`src/logic/aq_pkg.sv`:
```
// shared constants and carrier types for the action qualifier
`default_nettype none

package aq_pkg;

    // ****************************************
    // register map (byte offsets)
    // ****************************************
    localparam logic [3:0] off_b_actions = 4'h0;
    localparam logic [3:0] off_single_force = 4'h4;
    localparam logic [3:0] off_hold_force = 4'h8;

    // ****************************************
    // field positions
    // ****************************************
    localparam int pos_cmp_b_down = 10;
    localparam int pos_cmp_b_up = 8;
    localparam int pos_cmp_a_down = 6;
    localparam int pos_cmp_a_up = 4;
    localparam int pos_period = 2;
    localparam int pos_zero = 0;
    localparam int pos_reload_sel = 6;
    localparam int pos_trig_b = 5;
    localparam int pos_single_act_b = 3;
    localparam int pos_trig_a = 2;
    localparam int pos_single_act_a = 0;
    localparam int pos_hold_b = 2;
    localparam int pos_hold_a = 0;

    // ****************************************
    // widths and reset values
    // ****************************************
    localparam int b_actions_bits = 12;
    localparam int single_force_bits = 8;
    localparam int hold_force_bits = 4;
    localparam logic [11:0] b_actions_rst = 12'h000;
    localparam logic [7:0] single_force_rst = 8'h00;
    localparam logic [3:0] hold_force_rst = 4'h0;

    // ****************************************
    // encodings
    // ****************************************
    localparam logic [1:0] act_none = 2'h0;
    localparam logic [1:0] act_low = 2'h1;
    localparam logic [1:0] act_high = 2'h2;
    localparam logic [1:0] act_invert = 2'h3;
    localparam logic [1:0] reload_zero = 2'h0;
    localparam logic [1:0] reload_period = 2'h1;
    localparam logic [1:0] reload_either = 2'h2;
    localparam logic [1:0] reload_direct = 2'h3;
    localparam logic dir_down = 1'b0;
    localparam logic dir_up = 1'b1;

    // events from the time-base and compare logic, same clock
    typedef struct packed {
        logic up_down_mode;
        logic count_direction;
        logic zero_match;
        logic period_match;
        logic cmp_a_match;
        logic cmp_b_match;
    } tb_events_s;

    typedef enum logic [1:0] {
        bus_idle = 2'b01,
        bus_ack = 2'b10
    } bus_state_e;

endpackage

`default_nettype wire

```
`src/logic/pwm_action_qualifier_sw_force.sv`:
```
// action qualifier for output b with one-time and continuous software forces
//
// The implementer's own choices: the register offsets and register access over Avalon-MM.
`default_nettype none

module pwm_action_qualifier_sw_force (
    // clock and reset
    input wire logic clk_sys,
    input wire logic rst,
    // avalon-mm slave
    input wire logic [3:0] address,
    input wire logic read,
    input wire logic write,
    input wire logic [3:0] byteenable,
    input wire logic [31:0] writedata,
    output logic [31:0] readdata,
    output logic waitrequest,
    // time-base events
    input wire aq_pkg::tb_events_s tb_events,
    // qualified outputs to the dead-band stage
    output logic pwm_output_first,
    output logic pwm_output_second
);

    // ****************************************
    // registers and decoded state
    // ****************************************
    logic [11:0] output_b_event_actions;
    logic [1:0] force_reload_select;
    logic [1:0] single_force_action_out_b;
    logic [1:0] single_force_action_out_a;
    logic [3:0] hold_force_shadow;
    logic [3:0] continuous_force_control;
    logic single_force_trigger_out_b;
    logic single_force_trigger_out_a;
    logic level_b;
    logic level_a;
    aq_pkg::bus_state_e bus_state;
    aq_pkg::bus_state_e next_bus_state;
    logic accept;
    logic wr_en;
    logic [15:0] wmask;
    logic [15:0] wdata;
    logic [31:0] next_readdata;
    logic eff_dir;
    logic [1:0] b_event_act;
    logic [1:0] next_b_act;
    logic [1:0] next_a_act;
    logic shadow_load;
    logic [1:0] act_cmp_b_down;
    logic [1:0] act_cmp_b_up;
    logic [1:0] act_cmp_a_down;
    logic [1:0] act_cmp_a_up;
    logic [1:0] act_period;
    logic [1:0] act_zero;

    // ****************************************
    // action helper
    // ****************************************
    function automatic logic apply_act(input logic [1:0] act, input logic cur);
        logic res;
        res = cur;
        unique case (act)
            aq_pkg::act_none: res = cur;
            aq_pkg::act_low: res = 1'b0;
            aq_pkg::act_high: res = 1'b1;
            aq_pkg::act_invert: res = ~cur;
        endcase
        return res;
    endfunction

    function automatic logic [1:0] field(input logic [11:0] r, input int pos);
        logic [1:0] f;
        f = r[pos +: 2];
        return f;
    endfunction

    // ****************************************
    // bus handshake
    // ****************************************
    // one wait cycle per access: the answer is registered, so readdata
    // and waitrequest both come straight from flip-flops
    always_comb begin
        next_bus_state = bus_state;
        unique case (bus_state)
            aq_pkg::bus_idle: begin
                if (read || write) begin
                    next_bus_state = aq_pkg::bus_ack;
                end
            end
            aq_pkg::bus_ack: begin
                next_bus_state = aq_pkg::bus_idle;
            end
        endcase
    end

    always_ff @(posedge clk_sys or posedge rst) begin
        if (rst) begin
            bus_state <= aq_pkg::bus_idle;
        end else begin
            bus_state <= next_bus_state;
        end
    end

    always_ff @(posedge clk_sys or posedge rst) begin
        if (rst) begin
            waitrequest <= 1'b1;
        end else begin
            waitrequest <= (next_bus_state != aq_pkg::bus_ack);
        end
    end

    assign accept = (bus_state == aq_pkg::bus_ack);
    assign wr_en = accept && write;

    always_comb begin
        wmask = {{8{byteenable[1]}}, {8{byteenable[0]}}};
        wdata = writedata[15:0];
    end

    // ****************************************
    // read path
    // ****************************************
    // trigger bits and reserved bits are never stored, so they read zero
    always_comb begin
        next_readdata = 32'h0;
        unique case (address)
            aq_pkg::off_b_actions: begin
                next_readdata[11:0] = output_b_event_actions;
            end
            aq_pkg::off_single_force: begin
                next_readdata[aq_pkg::pos_reload_sel +: 2] = force_reload_select;
                next_readdata[aq_pkg::pos_single_act_b +: 2] = single_force_action_out_b;
                next_readdata[aq_pkg::pos_single_act_a +: 2] = single_force_action_out_a;
                next_readdata[aq_pkg::pos_trig_b] = 1'b0;
                next_readdata[aq_pkg::pos_trig_a] = 1'b0;
            end
            aq_pkg::off_hold_force: begin
                // software sees what it wrote last: shadow unless direct
                if (force_reload_select == aq_pkg::reload_direct) begin
                    next_readdata[3:0] = continuous_force_control;
                end else begin
                    next_readdata[3:0] = hold_force_shadow;
                end
            end
            default: begin
                next_readdata = 32'h0;
            end
        endcase
    end

    always_ff @(posedge clk_sys or posedge rst) begin
        if (rst) begin
            readdata <= 32'h0;
        end else if (bus_state == aq_pkg::bus_idle && read) begin
            readdata <= next_readdata;
        end
    end

    // ****************************************
    // event action register
    // ****************************************
    always_ff @(posedge clk_sys or posedge rst) begin
        if (rst) begin
            output_b_event_actions <= aq_pkg::b_actions_rst;
        end else if (wr_en && address == aq_pkg::off_b_actions) begin
            output_b_event_actions <= (output_b_event_actions & ~wmask[11:0])
                | (wdata[11:0] & wmask[11:0]);
        end
    end

    // ****************************************
    // single force register
    // ****************************************
    always_ff @(posedge clk_sys or posedge rst) begin
        if (rst) begin
            force_reload_select <= aq_pkg::single_force_rst[7:6];
            single_force_action_out_b <= aq_pkg::single_force_rst[4:3];
            single_force_action_out_a <= aq_pkg::single_force_rst[1:0];
        end else if (wr_en && address == aq_pkg::off_single_force && byteenable[0]) begin
            force_reload_select <= wdata[aq_pkg::pos_reload_sel +: 2];
            single_force_action_out_b <= wdata[aq_pkg::pos_single_act_b +: 2];
            single_force_action_out_a <= wdata[aq_pkg::pos_single_act_a +: 2];
        end
    end

    // trigger pulses one cycle after the write completes, then clears itself
    always_ff @(posedge clk_sys or posedge rst) begin
        if (rst) begin
            single_force_trigger_out_b <= 1'b0;
            single_force_trigger_out_a <= 1'b0;
        end else begin
            single_force_trigger_out_b <= wr_en && address == aq_pkg::off_single_force
                && byteenable[0] && wdata[aq_pkg::pos_trig_b];
            single_force_trigger_out_a <= wr_en && address == aq_pkg::off_single_force
                && byteenable[0] && wdata[aq_pkg::pos_trig_a];
        end
    end

    // ****************************************
    // continuous force, shadow and active
    // ****************************************
    always_comb begin
        unique case (force_reload_select)
            aq_pkg::reload_zero: shadow_load = tb_events.zero_match;
            aq_pkg::reload_period: shadow_load = tb_events.period_match;
            aq_pkg::reload_either: begin
                shadow_load = tb_events.zero_match || tb_events.period_match;
            end
            aq_pkg::reload_direct: shadow_load = 1'b0;
        endcase
    end

    always_ff @(posedge clk_sys or posedge rst) begin
        if (rst) begin
            hold_force_shadow <= aq_pkg::hold_force_rst;
        end else if (wr_en && address == aq_pkg::off_hold_force && byteenable[0]
                && force_reload_select != aq_pkg::reload_direct) begin
            hold_force_shadow <= wdata[3:0];
        end
    end

    // a write in direct mode lands in the active copy; a shadow load that
    // falls in the same cycle cannot happen since direct mode has none
    always_ff @(posedge clk_sys or posedge rst) begin
        if (rst) begin
            continuous_force_control <= aq_pkg::hold_force_rst;
        end else if (wr_en && address == aq_pkg::off_hold_force && byteenable[0]
                && force_reload_select == aq_pkg::reload_direct) begin
            continuous_force_control <= wdata[3:0];
        end else if (shadow_load) begin
            continuous_force_control <= hold_force_shadow;
        end
    end

    // ****************************************
    // direction qualification
    // ****************************************
    always_comb begin
        eff_dir = tb_events.count_direction;
        if (tb_events.up_down_mode && tb_events.period_match) begin
            eff_dir = aq_pkg::dir_down;
        end else if (tb_events.up_down_mode && tb_events.zero_match) begin
            eff_dir = aq_pkg::dir_up;
        end
    end

    // ****************************************
    // event selection for output b
    // ****************************************
    // a field of 00 disables its event, so it never masks a lower-ranked one;
    // among enabled events zero and period win over compares, compare b over
    // compare a; this keeps the up-down direction override visible on compares
    always_comb begin
        act_cmp_b_down = field(output_b_event_actions, aq_pkg::pos_cmp_b_down);
        act_cmp_b_up = field(output_b_event_actions, aq_pkg::pos_cmp_b_up);
        act_cmp_a_down = field(output_b_event_actions, aq_pkg::pos_cmp_a_down);
        act_cmp_a_up = field(output_b_event_actions, aq_pkg::pos_cmp_a_up);
        act_period = field(output_b_event_actions, aq_pkg::pos_period);
        act_zero = field(output_b_event_actions, aq_pkg::pos_zero);
    end

    always_comb begin
        b_event_act = aq_pkg::act_none;
        if (tb_events.cmp_a_match && eff_dir == aq_pkg::dir_up
                && act_cmp_a_up != aq_pkg::act_none) begin
            b_event_act = act_cmp_a_up;
        end
        if (tb_events.cmp_a_match && eff_dir == aq_pkg::dir_down
                && act_cmp_a_down != aq_pkg::act_none) begin
            b_event_act = act_cmp_a_down;
        end
        if (tb_events.cmp_b_match && eff_dir == aq_pkg::dir_up
                && act_cmp_b_up != aq_pkg::act_none) begin
            b_event_act = act_cmp_b_up;
        end
        if (tb_events.cmp_b_match && eff_dir == aq_pkg::dir_down
                && act_cmp_b_down != aq_pkg::act_none) begin
            b_event_act = act_cmp_b_down;
        end
        if (tb_events.period_match
                && act_period != aq_pkg::act_none) begin
            b_event_act = act_period;
        end
        if (tb_events.zero_match
                && act_zero != aq_pkg::act_none) begin
            b_event_act = act_zero;
        end
    end

    // software single force outranks any counter event in its cycle
    always_comb begin
        next_b_act = b_event_act;
        if (single_force_trigger_out_b) begin
            next_b_act = single_force_action_out_b;
        end
        next_a_act = aq_pkg::act_none;
        if (single_force_trigger_out_a) begin
            next_a_act = single_force_action_out_a;
        end
    end

    // ****************************************
    // qualified levels
    // ****************************************
    // the forced level is just stored state, so any later event with a non-00 action on b rewrites it
    always_ff @(posedge clk_sys or posedge rst) begin
        if (rst) begin
            level_b <= 1'b0;
        end else begin
            level_b <= apply_act(next_b_act, level_b);
        end
    end

    always_ff @(posedge clk_sys or posedge rst) begin
        if (rst) begin
            level_a <= 1'b0;
        end else begin
            level_a <= apply_act(next_a_act, level_a);
        end
    end

    // ****************************************
    // outputs with continuous force
    // ****************************************
    // the hold override reads the active copy, so it shows one edge after
    // that copy changes; the underlying level keeps running meanwhile
    always_ff @(posedge clk_sys or posedge rst) begin
        if (rst) begin
            pwm_output_second <= 1'b0;
        end else begin
            unique case (continuous_force_control[aq_pkg::pos_hold_b +: 2])
                aq_pkg::act_low: pwm_output_second <= 1'b0;
                aq_pkg::act_high: pwm_output_second <= 1'b1;
                aq_pkg::act_none, aq_pkg::act_invert: begin
                    pwm_output_second <= apply_act(next_b_act, level_b);
                end
            endcase
        end
    end

    always_ff @(posedge clk_sys or posedge rst) begin
        if (rst) begin
            pwm_output_first <= 1'b0;
        end else begin
            unique case (continuous_force_control[aq_pkg::pos_hold_a +: 2])
                aq_pkg::act_low: pwm_output_first <= 1'b0;
                aq_pkg::act_high: pwm_output_first <= 1'b1;
                aq_pkg::act_none, aq_pkg::act_invert: begin
                    pwm_output_first <= apply_act(next_a_act, level_a);
                end
            endcase
        end
    end

endmodule

`default_nettype wire

```
`config.mk`:
```
export PLATFORM = sky130hd
export DESIGN_NAME = pwm_action_qualifier_sw_force
export DESIGN_NICKNAME = d
export VERILOG_FILES = /design/src/logic/aq_pkg.sv /design/src/logic/pwm_action_qualifier_sw_force.sv
export SDC_FILE = /design/constraint.sdc
export NUM_CORES = 1
export LEC_CHECK = 0
export ABC_AREA = 1
export ABC_CLOCK_PERIOD_IN_PS = 2200
export BUFFER_PORTS_ARGS = -buffer_cell sky130_fd_sc_hd__buf_2
export CORE_MARGIN = 2
export CORE_UTILIZATION = 45
export CTS_CLUSTER_SIZE = 12
export DETAILED_ROUTE_END_ITERATION = 8
export GPL_ROUTABILITY_DRIVEN = 0
export PLACE_DENSITY = 0.79
export SYNTH_ARGS = -nofsm -noshare
export SYNTH_HDL_FRONTEND = slang
export SYNTH_SLANG_ARGS = --single-unit
```
`constraint.sdc`:
```
create_clock -name clk_sys -period 2.2 [get_ports clk_sys]
set_clock_uncertainty 0.15 [all_clocks]
set_input_delay 0.66 -clock clk_sys [delete_from_list [all_inputs] [get_ports clk_sys]]
set_output_delay 0.66 -clock clk_sys [all_outputs]
set_load 0.02 [all_outputs]
```
==> results_tabular.tex <==
\begin{tabular}{lr}
\hline
Metric & Value \\
\hline
\multicolumn{2}{l}{\textbf{Timing}} \\
\quad Number of hold violations in the final report & 0 \\
\quad Count of final setup violators & 0 \\
\quad Crit path time final & approximately 1900 ps \\
\quad Slew Limit Fails & 0 \\
\quad Actual transition at the worst max-transition pin & $\sim$540 ps \\
\quad Setup repair after global routing missed its margin & false \\
\quad Highest Clock Rate & 532 MHz \\
\quad Period Utilization, post-route & 85.5\% \\
\quad Worst-case headroom to the max-slew limit & 63.7\% \\
\quad Final-layout setup total negative slack & 0 ps \\
\multicolumn{2}{l}{\textbf{Logic synthesis}} \\
\quad Post-synthesis mux area share & 0\% \\
\quad Adder-cell share of the synthesized area & roughly 2.0\% \\
\quad Main combinational cell family by area after synthesis & simple AND/OR/NAND/NOR gates \\
\quad Mean post-synth cell area & 8.43 sq um \\
\quad Area share of xor/xnor cells in the synthesized design & 0\% \\
\quad Simple-gate share of the synthesized area & about a fifth \\
\quad Sequential share of the synthesized area & roughly half \\
\quad Compound-gate portion of the synthesized area & roughly 15\% \\
\quad Count of mapped cells out of synthesis & 290 \\
\quad Unique masters post-synth & 31 \\
\quad Warning count from the yosys run & 0 \\
\quad Synth Cell Area & 2450 sq um \\
\quad Flip-flop and latch count after synthesis & 47 \\
\multicolumn{2}{l}{\textbf{Global route}} \\
\quad First-pass GRT wire length & about 8.4 mm \\
\quad Initial antenna violation count & 0 \\
\quad Via count of the first global-routing pass & about 1800 \\
\quad Overall fraction of global-route tracks in use & 17.3\% \\
\quad Grt total ovfl & 0 \\
\quad Maximum number of pins on one net before global-route repair & 30 \\
\multicolumn{2}{l}{\textbf{Clock tree}} \\
\quad Post-CTS Setup Repair Bufs & 0 \\
\quad Clock slew at reported path FFs & 80 ps \\
\quad Sink count of the clock tree & 47 \\
\quad Number of gates resized after cts & 0 \\
\quad Clock latency reported for the late side of the worst-skew pair & 300 ps \\
\quad Hold bufs inserted after CTS & 0 \\
\quad Root buffer selected by CTS & clkbuf\_8 \\
\quad H-tree depth & 2 \\
\quad Number of buffers created by CTS & 5 \\
\quad Clk buf depth & 2 \\
\quad TritonCTS clock tree & done \\
\multicolumn{2}{l}{\textbf{Run status}} \\
\quad Result of the run & finished, final reports clean \\
\multicolumn{2}{l}{\textbf{Hold path}} \\
\quad Path class of the lowest-slack min-delay path & input port to async pin \\
\multicolumn{2}{l}{\textbf{Route}} \\
\quad First-pass DRT Iterations & 4 \\
\quad Number of remaining DRC errors & 0 \\
\quad Wire per inst & 12.2 microns \\
\quad Wire length reported by the detailed router & 5.04 mm \\
\quad Violation count after the first detailed-routing iteration & 126 \\
\quad Routed via count divided by cell count & 4.83 \\
\quad Number of nets still failing antenna checks after routing & 0 \\
\quad Routed via count & 1994 \\
\multicolumn{2}{l}{\textbf{Critical path}} \\
\quad Dominant delay contributor by cell family on the critical path & simple AND/OR/NAND/NOR gates \\
\quad Buffering stage count on the worst path with inverters included & 1 \\
\quad Worst setup SP type & register \\
\quad Data arrival time at the worst-slack endpoint & 1910 ps \\
\quad Largest fanout of any net on the critical path & 14 \\
\quad Sort of element at the end of the critical path & register \\
\quad Kind of critical path & register to register \\
\quad Required time of the worst setup path & 2230 ps \\
\quad Cell count of the worst reg-to-reg path & 7 \\
\quad Slowest stage delay, CP & 390 ps \\
\quad Series of cell instances along the critical path & inv\_1, nor2\_1, nand2\_2, nor2\_2, nand2\_1, nand2\_1, o21ai\_2 \\
\quad Most frequent cell on the critical path & nand2\_1 \\
\quad Critical-path cell with the highest stage delay & dfrtp\_1 \\
\quad Total stage count of the critical path & 7 \\
\multicolumn{2}{l}{\textbf{Die}} \\
\quad Site row count & 26 \\
\quad Horizontal die dimension & about 78 microns \\
\quad I/O pin cnt & 85 \\
\quad Standard cell core area & 5170 sq um \\
\quad Initial cell density of the core & about 47\% \\
\quad Die area & 6040 sq um \\
\quad Die outline height & slightly below 80 microns \\
\multicolumn{2}{l}{\textbf{Placed design}} \\
\quad IO buf count & 42 \\
\quad Hpwl dp & 3.90 mm \\
\multicolumn{2}{l}{\textbf{Finish}} \\
\quad Antenna cells & 0 \\
\quad Proportion of layout cells with a drive suffix above 1 & 23.9\% \\
\quad Most frequent cells in the layout & nand2\_1 (70), dfrtp\_1 (45), buf\_2 (42) \\
\quad Total Nets Final & 396 \\
\quad Most common library cell in the layout ignoring fill and taps & nand2\_1 \\
\quad Post-synthesis to final-layout area growth & 14.8\% \\
\quad Core occupancy in the finished layout & 54.3\% \\
\multicolumn{2}{l}{\textbf{Pwr}} \\
\quad Largest vdd supply drop & 0.409 mV \\
\quad Power per cell area & 1040 nW/um\^{}2 \\
\quad Leakage power total & 1.48 nW \\
\multicolumn{2}{l}{\textbf{Flow run}} \\
\quad Number of max-capacitance violations reported & 0 \\
\hline
\end{tabular}
==> per-layer routing <==
metal  vias to the layer above  track usage [%]  routed length (microns)
li1                       1001                -                        -
met1                       925             23.4                     2300
met2                        61             28.4                     2450
met3                         7             3.14                      230
met4                         0             4.82                       66
met5                         -                0                        0
==> cells by family after synthesis <==
logic type                 Yosys count
DFF                                 47
buffers and inverters               61
other                                1
AOI/OAI and AO/OA                   64
adders and majority gates            4
and+or+nand+nor                    113
==> final cells by class <==
type	instances	area [sq um]
clock buffers	6	82.6
clock inverters	2	35.0
fillers	502	2360
inverters	38	145
multi-input cells	201	1020
flip-flops and latches	47	1180
well taps	70	87.6
repair buffers	49	263
==> through the flow <==
stage	instances	hold WS, ps	total power [mW]	instance area (sq um)	setup WS, ps
2_1_floorplan	309	306	2.00	2520	277
3_3_place_gp	405	310	2.22	2690	190
3_5_place_dp	405	313	2.27	2690	165
4_1_cts	413	222	2.92	2810	311
5_1_grt	413	246	3.11	2810	152
6_report	413	209	2.91	2810	320
==> where the power goes <==
| group | total, mW | leakage (nW) | switching, mW | internal [mW] |
|---|---|---|---|---|
| Clock | 0.654 | 0.0612 | 0.286 | 0.368 |
| Combinational | 0.929 | 0.816 | 0.597 | 0.332 |
| Sequential | 1.33 | 0.605 | 0.184 | 1.14 |
| Total | 2.91 | 1.48 | 1.07 | 1.84 |
==> worst reg2reg max path: cells and delay by family, from the launching register on <==
kind / cells / cell delay [ps]
and+or+nand+nor: 5 / 1090
DFF: 1 / 390
buffers and inverters: 1 / 70
AOI/OAI and AO/OA: 1 / 70
==> cells in the mapped netlist <==
master / n / area [sq um]
nor3_2: 1 / 10.0
o22ai_1: 3 / 18.8
nand2_1: 70 / 263
o31ai_1: 4 / 30.0
nand3_1: 8 / 40.0
nor3_4: 2 / 32.5
a31oi_1: 5 / 31.3
or2_2: 1 / 6.26
nand2_2: 6 / 37.5
nand4_1: 4 / 25.0
ha_1: 4 / 50.1
dfrtp_1: 45 / 1130
a21boi_0: 1 / 7.51
buf_6: 2 / 22.5
nand3_2: 1 / 10.0
a21oi_1: 12 / 60.1
dfstp_2: 2 / 52.6
buf_4: 20 / 150
inv_1: 36 / 135
nor2_2: 2 / 12.5
o21ai_2: 6 / 52.6
conb_1: 1 / 3.75
a21oi_2: 1 / 8.76
inv_2: 1 / 3.75
o211ai_1: 1 / 7.51
nor2_1: 17 / 63.8
buf_2: 1 / 5.00
inv_4: 1 / 6.26
o21ai_0: 23 / 115
nor3b_4: 1 / 18.8
o21ai_1: 8 / 40.0
==> worst paths after layout <==
check / from / to / slack (ps)
worst min-delay path: rst / pwm_output_second / 210
worst max register to register: bus_state[1] / single_force_action_out_a[0] / 320
worst min register to register: readdata[1] / readdata[1] / 330
min in group clk_sys: readdata[1] / readdata[1] / 330
worst max-delay path: bus_state[1] / single_force_action_out_a[0] / 320
max in group asynchronous: rst / waitrequest / 1320
(Power assumes the default switching activity.)
